`config.mk`:
```
export PLATFORM = sky130hd
export DESIGN_NAME = rbr_cfg
export DESIGN_NICKNAME = d
export VERILOG_FILES = /design/src/rbr_cfg.v /design/src/rbr_hold_timer.v
export VERILOG_INCLUDE_DIRS = /design/src
export SDC_FILE = /design/constraint.sdc
export NUM_CORES = 1
export LEC_CHECK = 0
export ABC_CLOCK_PERIOD_IN_PS = 5600
export BUFFER_PORTS_ARGS = -buffer_cell sky130_fd_sc_hd__buf_2
export CELL_PAD_IN_SITES_DETAIL_PLACEMENT = 1
export CELL_PAD_IN_SITES_GLOBAL_PLACEMENT = 2
export CORE_ASPECT_RATIO = 1.25
export CORE_MARGIN = 5
export CORE_UTILIZATION = 25
export CTS_CLUSTER_SIZE = 12
export DETAILED_ROUTE_END_ITERATION = 6
export PLACE_DENSITY = 0.63
export SLEW_MARGIN = 30
export SYNTH_ARGS = -nofsm -noshare
export SYNTH_HDL_FRONTEND = slang
export SYNTH_SLANG_ARGS = --single-unit
```
`constraint.sdc`:
```
create_clock -name MCLK_I -period 5.6 [get_ports MCLK_I]
set_clock_uncertainty 0.1 [all_clocks]
set_input_delay 0.56 -clock MCLK_I [delete_from_list [all_inputs] [get_ports MCLK_I]]
set_output_delay 0.56 -clock MCLK_I [all_outputs]
set_load 0.005 [all_outputs]
```
`src/rbr_cfg_defs.vh`:
```
// constants for the reclose blocking and retention configuration block
`ifndef RBR_CFG_DEFS_VH
`define RBR_CFG_DEFS_VH

// setting select indices
`define RBR_SEL_SHOT_INIT    3'h0
`define RBR_SEL_STAGE_BLOCK  3'h1
`define RBR_SEL_INHIBIT      3'h2
`define RBR_SEL_HOLD_MIN     3'h3
`define RBR_SEL_RETAIN       3'h4

// widths
`define RBR_SHOT_INIT_W      8
`define RBR_STAGE_BLOCK_W    10
`define RBR_INHIBIT_W        5
`define RBR_HOLD_W           10
`define RBR_RETAIN_W         5

// reset values
`define RBR_SHOT_INIT_RST    8'h00
`define RBR_STAGE_BLOCK_RST  10'h000
`define RBR_INHIBIT_RST      5'h0f
`define RBR_HOLD_RST         10'h03c
`define RBR_RETAIN_RST       5'h1f

// field positions
`define RBR_SIB_SHOT1_LO     0
`define RBR_SIB_SHOT23_LO    4
`define RBR_SBB_SHOT1_LO     0
`define RBR_SBB_SHOT23_LO    5
`define RBR_INH_CLR_AT_CLOSE 4

// hold timer values
`define RBR_HOLD_MAX_TIMED   10'h3e6
`define RBR_HOLD_MANUAL_ONLY 10'h3e7

// timing
`define RBR_MINUTE_S         32'd60
`define RBR_CLK_HZ           32'd40000000
`define RBR_MINUTE_CYC       (`RBR_MINUTE_S * `RBR_CLK_HZ)

`endif

```
`src/rbr_cfg.v`:
```
// reclose blocking, inhibit, indication hold and retention settings
`default_nettype none
`include "rbr_cfg_defs.vh"

// Behaviour
// - shot-one block bits stop four initiation sources
// - shot-two/three block bits stop same sources
// - block only when one; all reset zero
// - shot-one stage bits suppress five stage trips
// - shot-two/three stage bits; all reset zero
// - stage blocking ends at cutout, reclaim, lockout
// - four inhibit bits, default set, disable reclose
// - fifth bit clears indications at close command
// - first indication held until hold timer expires
// - hold timer in minutes, default sixty
// - value 999 means manual clear only
// - hold timer touches display only
// - selector one retains indications and LEDs
// - selectors two-four retain recorder, events, counts
// - selector five keeps clock running; default 31
// - each selector written from panel or serial
// - all selectors clear disables battery supervision
// - checksum is sum of selected switch weights
module rbr_cfg #(
	parameter [31:0] MINUTE_CYCLES = `RBR_MINUTE_CYC,
	parameter        CODE_W        = 4
) (
	// clock, reset, enable
	input  wire              MCLK_I,
	input  wire              RST_I,
	input  wire              CE_I,
	// local operator panel settings write
	input  wire              PANEL_WR_I,
	input  wire [2:0]        PANEL_SEL_I,
	input  wire [9:0]        PANEL_DATA_I,
	// serial settings bus write
	input  wire              SER_WR_I,
	input  wire [2:0]        SER_SEL_I,
	input  wire [9:0]        SER_DATA_I,
	// settings readback
	input  wire [2:0]        RD_SEL_I,
	output reg  [9:0]        RD_DATA_O,
	// shot initiation
	input  wire [3:0]        INIT_SRC_I,
	input  wire              NEXT_SHOT1_I,
	output reg  [3:0]        INIT_ALLOW_O,
	// stage blocking during shots
	input  wire              SHOT_START_I,
	input  wire              SHOT_IS_FIRST_I,
	input  wire              CUTOUT_DONE_I,
	input  wire              RECLAIM_DONE_I,
	input  wire              LOCKOUT_I,
	input  wire [4:0]        STAGE_TRIP_I,
	output reg  [4:0]        STAGE_MASK_O,
	output reg  [4:0]        STAGE_TRIP_O,
	// reclose inhibit
	input  wire              INST_OC_TRIP_I,
	input  wire              HIGH_EF_TRIP_I,
	input  wire              THERMAL_ALARM_I,
	input  wire              PHASE_DISC_TRIP_I,
	input  wire              CB_CLOSE_CMD_I,
	output reg               AR_INHIBIT_O,
	output reg               IND_CLEAR_O,
	// trip indication display
	input  wire              NEW_TRIP_I,
	input  wire [CODE_W-1:0] TRIP_CODE_I,
	input  wire              MAN_CLEAR_I,
	output reg               SHOW_VALID_O,
	output reg  [CODE_W-1:0] SHOW_CODE_O,
	// retention selection
	output reg  [4:0]        RETAIN_O,
	output reg               BATT_SUPV_EN_O
);

	localparam [2:0] ST_EMPTY = 3'b001;
	localparam [2:0] ST_HOLD  = 3'b010;
	localparam [2:0] ST_FREE  = 3'b100;

	// settings select to one-hot write enable
	function [4:0] sel_dec;
		input [2:0] sel;
		begin
			case (sel)
				`RBR_SEL_SHOT_INIT:   sel_dec = 5'h01;
				`RBR_SEL_STAGE_BLOCK: sel_dec = 5'h02;
				`RBR_SEL_INHIBIT:     sel_dec = 5'h04;
				`RBR_SEL_HOLD_MIN:    sel_dec = 5'h08;
				`RBR_SEL_RETAIN:      sel_dec = 5'h10;
				default:              sel_dec = 5'h00;
			endcase
		end
	endfunction

	// hold values above 999 are out of range
	function hold_ok;
		input [9:0] val;
		begin
			hold_ok = (val <= `RBR_HOLD_MANUAL_ONLY);
		end
	endfunction

	reg  [7:0]        sib_q;
	reg  [7:0]        sib_d;
	reg  [9:0]        sbb_q;
	reg  [9:0]        sbb_d;
	reg  [4:0]        inh_q;
	reg  [4:0]        inh_d;
	reg  [9:0]        hold_q;
	reg  [9:0]        hold_d;
	reg  [4:0]        ret_q;
	reg  [4:0]        ret_d;
	reg  [4:0]        mask_d;
	reg  [2:0]        st_q;
	reg  [2:0]        st_d;
	reg  [CODE_W-1:0] code_d;
	reg               tmr_start;
	reg               clr_at_close;
	reg  [9:0]        rd_d;
	reg  [3:0]        init_blk;
	wire [4:0]        pan_we;
	wire [4:0]        ser_we;
	wire              tmr_done;
	wire [3:0]        init_ok;
	wire [3:0]        inh_src;
	wire [3:0]        inh_hit;
	wire [4:0]        mask_pick;
	wire [4:0]        trip_ok;
	wire              shot_end;
	wire              take_trip;
	genvar            g;

	assign pan_we = PANEL_WR_I ? sel_dec(PANEL_SEL_I) : 5'h00;
	assign ser_we = SER_WR_I ? sel_dec(SER_SEL_I) : 5'h00;

	// inhibit causes in switch order
	assign inh_src  = {PHASE_DISC_TRIP_I, THERMAL_ALARM_I, HIGH_EF_TRIP_I, INST_OC_TRIP_I};
	assign shot_end = CUTOUT_DONE_I | RECLAIM_DONE_I | LOCKOUT_I;

	// per-bit gating, one slice per source or stage
	generate
		for (g = 0; g < 4; g = g + 1) begin : g_init
			// a source passes only while its block bit is zero
			assign init_ok[g] = INIT_SRC_I[g] & ~init_blk[g];
		end
		for (g = 0; g < 4; g = g + 1) begin : g_inh
			// an armed inhibit bit turns its cause into an inhibit
			assign inh_hit[g] = inh_src[g] & inh_q[g];
		end
		for (g = 0; g < 5; g = g + 1) begin : g_mask
			// block bits of the starting shot, first or later
			assign mask_pick[g] = SHOT_IS_FIRST_I ? sbb_q[`RBR_SBB_SHOT1_LO + g] : sbb_q[`RBR_SBB_SHOT23_LO + g];
		end
		for (g = 0; g < 5; g = g + 1) begin : g_trip
			// a stage trip is held back while its mask bit stands
			assign trip_ok[g] = STAGE_TRIP_I[g] & ~STAGE_MASK_O[g];
		end
	endgenerate

	// settings write, panel wins over serial in one cycle, except an out-of-range panel hold value
	always @* begin
		sib_d  = sib_q;
		sbb_d  = sbb_q;
		inh_d  = inh_q;
		hold_d = hold_q;
		ret_d  = ret_q;
		if (pan_we[0]) begin
			sib_d = PANEL_DATA_I[7:0];
		end else if (ser_we[0]) begin
			sib_d = SER_DATA_I[7:0];
		end
		if (pan_we[1]) begin
			sbb_d = PANEL_DATA_I;
		end else if (ser_we[1]) begin
			sbb_d = SER_DATA_I;
		end
		if (pan_we[2]) begin
			inh_d = PANEL_DATA_I[4:0];
		end else if (ser_we[2]) begin
			inh_d = SER_DATA_I[4:0];
		end
		// values above 999 are out of range and ignored
		if (pan_we[3] && hold_ok(PANEL_DATA_I)) begin
			hold_d = PANEL_DATA_I;
		end else if (ser_we[3] && hold_ok(SER_DATA_I)) begin
			hold_d = SER_DATA_I;
		end
		if (pan_we[4]) begin
			ret_d = PANEL_DATA_I[4:0];
		end else if (ser_we[4]) begin
			ret_d = SER_DATA_I[4:0];
		end
	end

	always @(posedge MCLK_I or posedge RST_I) begin
		if (RST_I) begin
			sib_q  <= `RBR_SHOT_INIT_RST;
			sbb_q  <= `RBR_STAGE_BLOCK_RST;
			inh_q  <= `RBR_INHIBIT_RST;
			hold_q <= `RBR_HOLD_RST;
			ret_q  <= `RBR_RETAIN_RST;
		end else if (CE_I) begin
			sib_q  <= sib_d;
			sbb_q  <= sbb_d;
			inh_q  <= inh_d;
			hold_q <= hold_d;
			ret_q  <= ret_d;
		end
	end

	// readback, value equals weighted checksum
	always @* begin
		case (RD_SEL_I)
			`RBR_SEL_SHOT_INIT:   rd_d = {2'b00, sib_q};
			`RBR_SEL_STAGE_BLOCK: rd_d = sbb_q;
			`RBR_SEL_INHIBIT:     rd_d = {5'h00, inh_q};
			`RBR_SEL_HOLD_MIN:    rd_d = hold_q;
			`RBR_SEL_RETAIN:      rd_d = {5'h00, ret_q};
			default:              rd_d = 10'h000;
		endcase
	end

	// initiation blocking by next shot number
	always @* begin
		if (NEXT_SHOT1_I) begin
			init_blk = sib_q[`RBR_SIB_SHOT1_LO +: 4];
		end else begin
			init_blk = sib_q[`RBR_SIB_SHOT23_LO +: 4];
		end
	end

	// stage mask latched at shot start, dropped at first end event
	always @* begin
		mask_d = STAGE_MASK_O;
		if (shot_end) begin
			mask_d = 5'h00;
		end
		if (SHOT_START_I) begin
			mask_d = mask_pick;
		end
	end

	always @* begin
		clr_at_close = CB_CLOSE_CMD_I & inh_q[`RBR_INH_CLR_AT_CLOSE];
	end

	// trip taken when nothing held, hold over, or clearing
	assign take_trip = NEW_TRIP_I & ((st_q != ST_HOLD) | tmr_done | MAN_CLEAR_I | clr_at_close);

	// trip indication display state
	always @* begin
		st_d      = st_q;
		code_d    = SHOW_CODE_O;
		tmr_start = 1'b0;
		case (st_q)
			ST_EMPTY: begin
				st_d = ST_EMPTY;
			end
			ST_HOLD: begin
				if (tmr_done) begin
					st_d = ST_FREE;
				end
			end
			ST_FREE: begin
				st_d = ST_FREE;
			end
			default: begin
				st_d = ST_EMPTY;
			end
		endcase
		if (MAN_CLEAR_I || clr_at_close) begin
			st_d = ST_EMPTY;
		end
		// a trip in the clearing cycle still shows
		if (take_trip) begin
			st_d      = ST_HOLD;
			code_d    = TRIP_CODE_I;
			tmr_start = 1'b1;
		end
	end

	rbr_hold_timer #(
		.MINUTE_CYCLES (MINUTE_CYCLES)
	) u_hold (
		.clk_i      (MCLK_I),
		.rst_i      (RST_I),
		.ce_i       (CE_I),
		.start_i    (tmr_start),
		.hold_min_i (hold_q),
		.done_o     (tmr_done)
	);

	// protection decisions, one cycle behind their inputs
	always @(posedge MCLK_I or posedge RST_I) begin
		if (RST_I) begin
			INIT_ALLOW_O <= 4'h0;
			STAGE_MASK_O <= 5'h00;
			STAGE_TRIP_O <= 5'h00;
			AR_INHIBIT_O <= 1'b0;
			IND_CLEAR_O  <= 1'b0;
		end else if (CE_I) begin
			INIT_ALLOW_O <= init_ok;
			STAGE_MASK_O <= mask_d;
			STAGE_TRIP_O <= trip_ok;
			AR_INHIBIT_O <= |inh_hit;
			IND_CLEAR_O  <= clr_at_close | MAN_CLEAR_I;
		end
	end

	// trip indication display
	always @(posedge MCLK_I or posedge RST_I) begin
		if (RST_I) begin
			st_q         <= ST_EMPTY;
			SHOW_VALID_O <= 1'b0;
			SHOW_CODE_O  <= {CODE_W{1'b0}};
		end else if (CE_I) begin
			st_q         <= st_d;
			SHOW_VALID_O <= (st_d != ST_EMPTY);
			SHOW_CODE_O  <= code_d;
		end
	end

	// settings readback
	always @(posedge MCLK_I or posedge RST_I) begin
		if (RST_I) begin
			RD_DATA_O <= 10'h000;
		end else if (CE_I) begin
			RD_DATA_O <= rd_d;
		end
	end

	// retention selectors and battery supervision
	always @(posedge MCLK_I or posedge RST_I) begin
		if (RST_I) begin
			RETAIN_O       <= `RBR_RETAIN_RST;
			BATT_SUPV_EN_O <= 1'b1;
		end else if (CE_I) begin
			RETAIN_O       <= ret_q;
			BATT_SUPV_EN_O <= (ret_q != 5'h00);
		end
	end

endmodule
`default_nettype wire

```
`src/rbr_hold_timer.v`:
```
// indication hold timer counting whole minutes
`default_nettype none
`include "rbr_cfg_defs.vh"

module rbr_hold_timer #(
	parameter [31:0] MINUTE_CYCLES = `RBR_MINUTE_CYC
) (
	// clock and reset
	input  wire        clk_i,
	input  wire        rst_i,
	input  wire        ce_i,
	// control
	input  wire        start_i,
	input  wire [9:0]  hold_min_i,
	// status
	output reg         done_o
);

	reg  [31:0] pre_q;
	reg  [9:0]  min_q;
	reg  [9:0]  lim_q;
	reg         run_q;

	always @(posedge clk_i or posedge rst_i) begin
		if (rst_i) begin
			pre_q  <= 32'h0;
			min_q  <= 10'h000;
			lim_q  <= 10'h000;
			run_q  <= 1'b0;
			done_o <= 1'b0;
		end else if (ce_i) begin
			if (start_i) begin
				// hold value latched at the trip itself
				pre_q <= 32'h0;
				min_q <= 10'h000;
				lim_q <= hold_min_i;
				run_q <= (hold_min_i != 10'h000);
				done_o <= (hold_min_i == 10'h000);
			end else if (run_q) begin
				if (lim_q == `RBR_HOLD_MANUAL_ONLY) begin
					done_o <= 1'b0;
				end else if (pre_q == MINUTE_CYCLES - 32'd1) begin
					pre_q <= 32'h0;
					if (min_q + 10'h001 == lim_q) begin
						run_q  <= 1'b0;
						done_o <= 1'b1;
					end else begin
						min_q <= min_q + 10'h001;
					end
				end else begin
					pre_q <= pre_q + 32'd1;
				end
			end
		end
	end

endmodule
`default_nettype wire

```
==> reports/metrics.csv <==
stage,metric,value,unit
global_route,global route hottest layer,met2,
drt,number of nets with antenna violations after routing,0,
timing,Final Hold Violating Endpoints,0,
layout,non-filler cells in the finished layout,1202,
worst_setup_path,biggest cell delay along the critical path,0.68,ns
clock_network,"Clk Latency, worst-skew pair",0.43,ns
timing,setup repair after global routing missed its margin,no,
placement,placed wire-length estimate,16000,um
timing,final setup violation count,0,
clock_network,clock tree from TritonCTS,done,
synth,gate count after technology mapping,754,
die,row count,68,
pwr,sequential power share,45.3,%
synth,post-synthesis cell area,0.00693,mm^2
layout,final antenna diode count,0,
timing,Final Max Tran Viols,0,
synth,main flop type after synthesis,dfrtp_1,
layout,core occupancy in the finished layout,30.5,%
layout,final-layout fill cell count,3192,
drt,first drt pass iteration count,4,
clock_network,total of cells resized after clock tree synthesis,0,
placement,final RePlAce weighted congestion,0.763,
clock_network,number of clock sinks seen by CTS,132,
drt,total wire length after detailed routing,21600,um
worst_setup_path,WP buf/inv,0,
die,area of the core,0.0275,mm^2
placement,Port Buffers,96,
worst_setup_path,CP Cell Sequence,ha_1 > nand3_1 > or3_1 > a2111oi_0 > nor2b_2 > nor2_1 > a211o_1,
global_route,total track usage,14.0,%
job,reported max-cap violation count,0,
clock_network,library cell used as clock root buffer,clkbuf_16,
synth,fraction of synthesis flops using an asynchronous set or reset pin,100,%
clock_network,number of buffers created by CTS,17,
clock_network,clock transition at the register clock pins on the worst setup and hold paths after CTS,0.06,ns
placement,"number of placed instances, taps included",1170,
drt,drt initial violations,241,
synth,"Avg Cell Area, Syn",9.19,um^2
synth,number of synthesis warnings,0,
timing,sum of negative setup slack,0,ns
global_route,largest net degree at the start of global routing,95,
run_status,status,finished clean,
pwr,reported leakage power,0.00367,uW
synth,sequential-to-total area share from yosys stat,48.0,%
timing,Max-slew headroom,47.5,%
worst_setup_path,type of element launching the critical path,flip-flop,
pwr,Power Internal,1980,uW
global_route,number of global-route vias before repair,6057,
worst_setup_path,path type of the worst setup path,reg2reg,
global_route,met2 layer usage reported by global route,25.5,%
die,die outline width,159,um
timing,Worst-Margin Slew,0.785,ns
drt,vias,5777,
pwr,combinational share of power,17.9,%
global_route,first-pass GRT wire length,34800,um
layout,signed area change from the synthesized netlist to the final layout,20.8,%
global_route,global-route congestion overflow total,0,
layout,share of cells above drive strength 1,21.8,%
drt,DRC violation count after routing,0,
worst_setup_path,cell type group with the largest total delay on the critical path,simple AND/OR/NAND/NOR gates,
timing,Max Clock Freq,0.313,GHz
worst_setup_path,Critical Path Slowest Stage Cell,nor2b_2,
pwr,switching power,912,uW
timing,fin crit share,57.0,%
pwr,clock network power share,36.8,%
pwr,ratio of total power to cell area,346,mW/mm^2
min_path,worst hold path class,in2async,
worst_setup_path,Worst Setup End Kind,flip-flop,
synth,"EDFF count, synth",0,
drt,final routed wire length divided by cell count,18.0,um
synth,number of library cell types mapped by synthesis,62,
timing,minimum period implied by the final worst setup slack,3.19,ns
clock_network,CTS Buffer Depth,2,
die,Die ar.,0.0312,mm^2
synth,register bit count reported by yosys,132,
global_route,met1 track demand over resource in global routing,16.8,%
clock_network,H-tree depth reported by CTS,4,
global_route,met3 layer usage reported by global route,2.79,%
clock_network,number of post-CTS setup repair buffers,0,
pwr,fraction of power spent switching nets,31.5,%
clock_network,hold buffer count at cts,0,
pwr,"IR drop worst, VDD",0.181,mV
die,count of pins on the block boundary,97,
worst_setup_path,data arrival time of the critical path,3.39,ns
layout,net count of the finished layout,901,
die,die span in y,196,um
die,Initial Util,25.2,%
drt,Vias per Instance,4.81,
worst_setup_path,required time of the critical path,5.80,ns
global_route,initial antenna violation count,1,
worst_setup_path,Critical Path Fanout Max,18,
synth,synthesized net count,816,
## worst paths after layout
path | cells past startpoint | slack, ns | end | start
min in group MCLK_I | 3 | 0.23 | SHOW_CODE_O[3]$_DFFE_PP0P_ | TRIP_CODE_I[3]
min reg2reg | 2 | 0.37 | SHOW_CODE_O[3]$_DFFE_PP0P_ | SHOW_CODE_O[3]$_DFFE_PP0P_
min | 2 | 0.11 | STAGE_TRIP_O[3]$_DFFE_PP0P_ | RST_I
max reg2reg | 7 | 2.41 | u_hold.min_q[7]$_DFFE_PP0P_ | u_hold.min_q[0]$_DFFE_PP0P_
max in group asynchronous | 3 | 4.27 | st_q[0]$_DFFE_PP1P_ | RST_I
max | 7 | 2.41 | u_hold.min_q[7]$_DFFE_PP0P_ | u_hold.min_q[0]$_DFFE_PP0P_
## cells in the mapped netlist, drive strengths merged, types with 3 or more instances
cell type    n  area share, %
and4         6           0.76
dfrtp      112             40
nand4       13            1.3
nor4         4           0.36
or4          5           0.54
buf         14           0.99
a31oi       15            1.4
o22ai       14            1.3
xor2        23            2.9
mux2i       41            5.9
dfstp       20            7.6
a22oi        6           0.65
o21ai       60            4.5
nor2b        3           0.27
a21oi        9           0.65
inv         25            1.4
nand4b       5           0.63
or3          6           0.54
nand2      145            7.9
clkbuf      25            1.4
nor2        63            3.4
nor3b        4           0.43
xnor2       15            1.9
nand3       31            2.2
nor3        14            1.0
and2         3           0.27
and3         5           0.45
o211ai       7           0.76
mux2        14            2.3
nand2b       8           0.72
nor4b        4           0.51
## power groups by stage
stage               combinational [uW]  clock, uW  sequential (uW)
floorplan                          354          0             1250
global placement                   524          0             1330
detailed placement                 534          0             1330
CTS                                537       1090             1320
global route                       587       1140             1340
finish                             519       1060             1310
## cell type report
type / count / area, um^2 / share of cell area (%)
Timing Repair Buffer: 105 / 563 / 6.73
Multi-Input combinational cell: 557 / 3380 / 40.4
Clock buffer: 21 / 480 / 5.74
Clock inverter: 11 / 75.1 / 0.897
Tap cell: 350 / 438 / 5.23
Sequential cell: 132 / 3330 / 39.8
Inverter: 26 / 105 / 1.26
## worst register-to-register path: stages (launching register included)
cell	delay [ns]
dfrtp_1	0.47
ha_1	0.35
nand3_1	0.26
or3_1	0.38
a2111oi_0	0.49
nor2b_2	0.68
nor2_1	0.11
a211o_1	0.24
## cell families after synthesis
logic type	count (synthesis)	share of synthesized area [%]
and+or+nand+nor	322	21.6
adders and majority gates	2	0.361
xor gates and xnor gates	38	4.80
buffers and inverters	65	3.76
DFF	132	48.0
AOI/OAI and AO/OA	138	12.6
muxes	57	8.85
## metal layers
metal  routed length, um  up-vias
met2               11500       79
met3                 619       21
met1                9210     2852
met4                 270        2
li1                    -     2823
met5                   7        -
## sequential cells by signal, indices dropped and copies added (netlist names), 8 cells and up
name,cells
u_hold.pre_q,32
RD_DATA_O,10
hold_q,10
sbb_q,10
u_hold.lim_q,10
u_hold.min_q,10
sib_q,8
## stage by stage
| step | setup WS, ns | hold WS [ns] | power [uW] | instance area [um^2] |
|---|---|---|---|---|
| floorplan | 1.45 | 0.360 | 1610 | 6930 |
| global placement | 2.15 | 0.357 | 1850 | 7750 |
| detailed placement | 2.38 | 0.364 | 1870 | 7800 |
| CTS | 2.37 | 0.212 | 2950 | 8350 |
| global route | 2.08 | 0.185 | 3060 | 8370 |
| finish | 2.41 | 0.114 | 2890 | 8370 |
## placed cells by master, fill, tap and decap left out, types with 3 or more instances in the layout
master	n
xnor2_1	15
o21ai_1	4
a31oi_1	14
mux2i_1	41
nand2b_1	8
clkbuf_16	17
a21oi_1	9
and4_1	6
nor2_1	63
and2_1	3
o21ai_0	54
nand3_1	31
inv_1	24
dfrtp_1	112
buf_4	7
nor3_1	12
nand4_1	12
nor4b_1	4
xor2_1	23
dfstp_2	20
o211ai_1	7
mux2_2	14
nor4_1	4
or3_1	6
clkbuf_8	4
nand2_1	144
buf_2	96
or4_1	5
and3_1	5
o22ai_1	14
nand4b_1	5
a22oi_1	6
clkinv_2	5
Power figures use the tool's default switching activity.
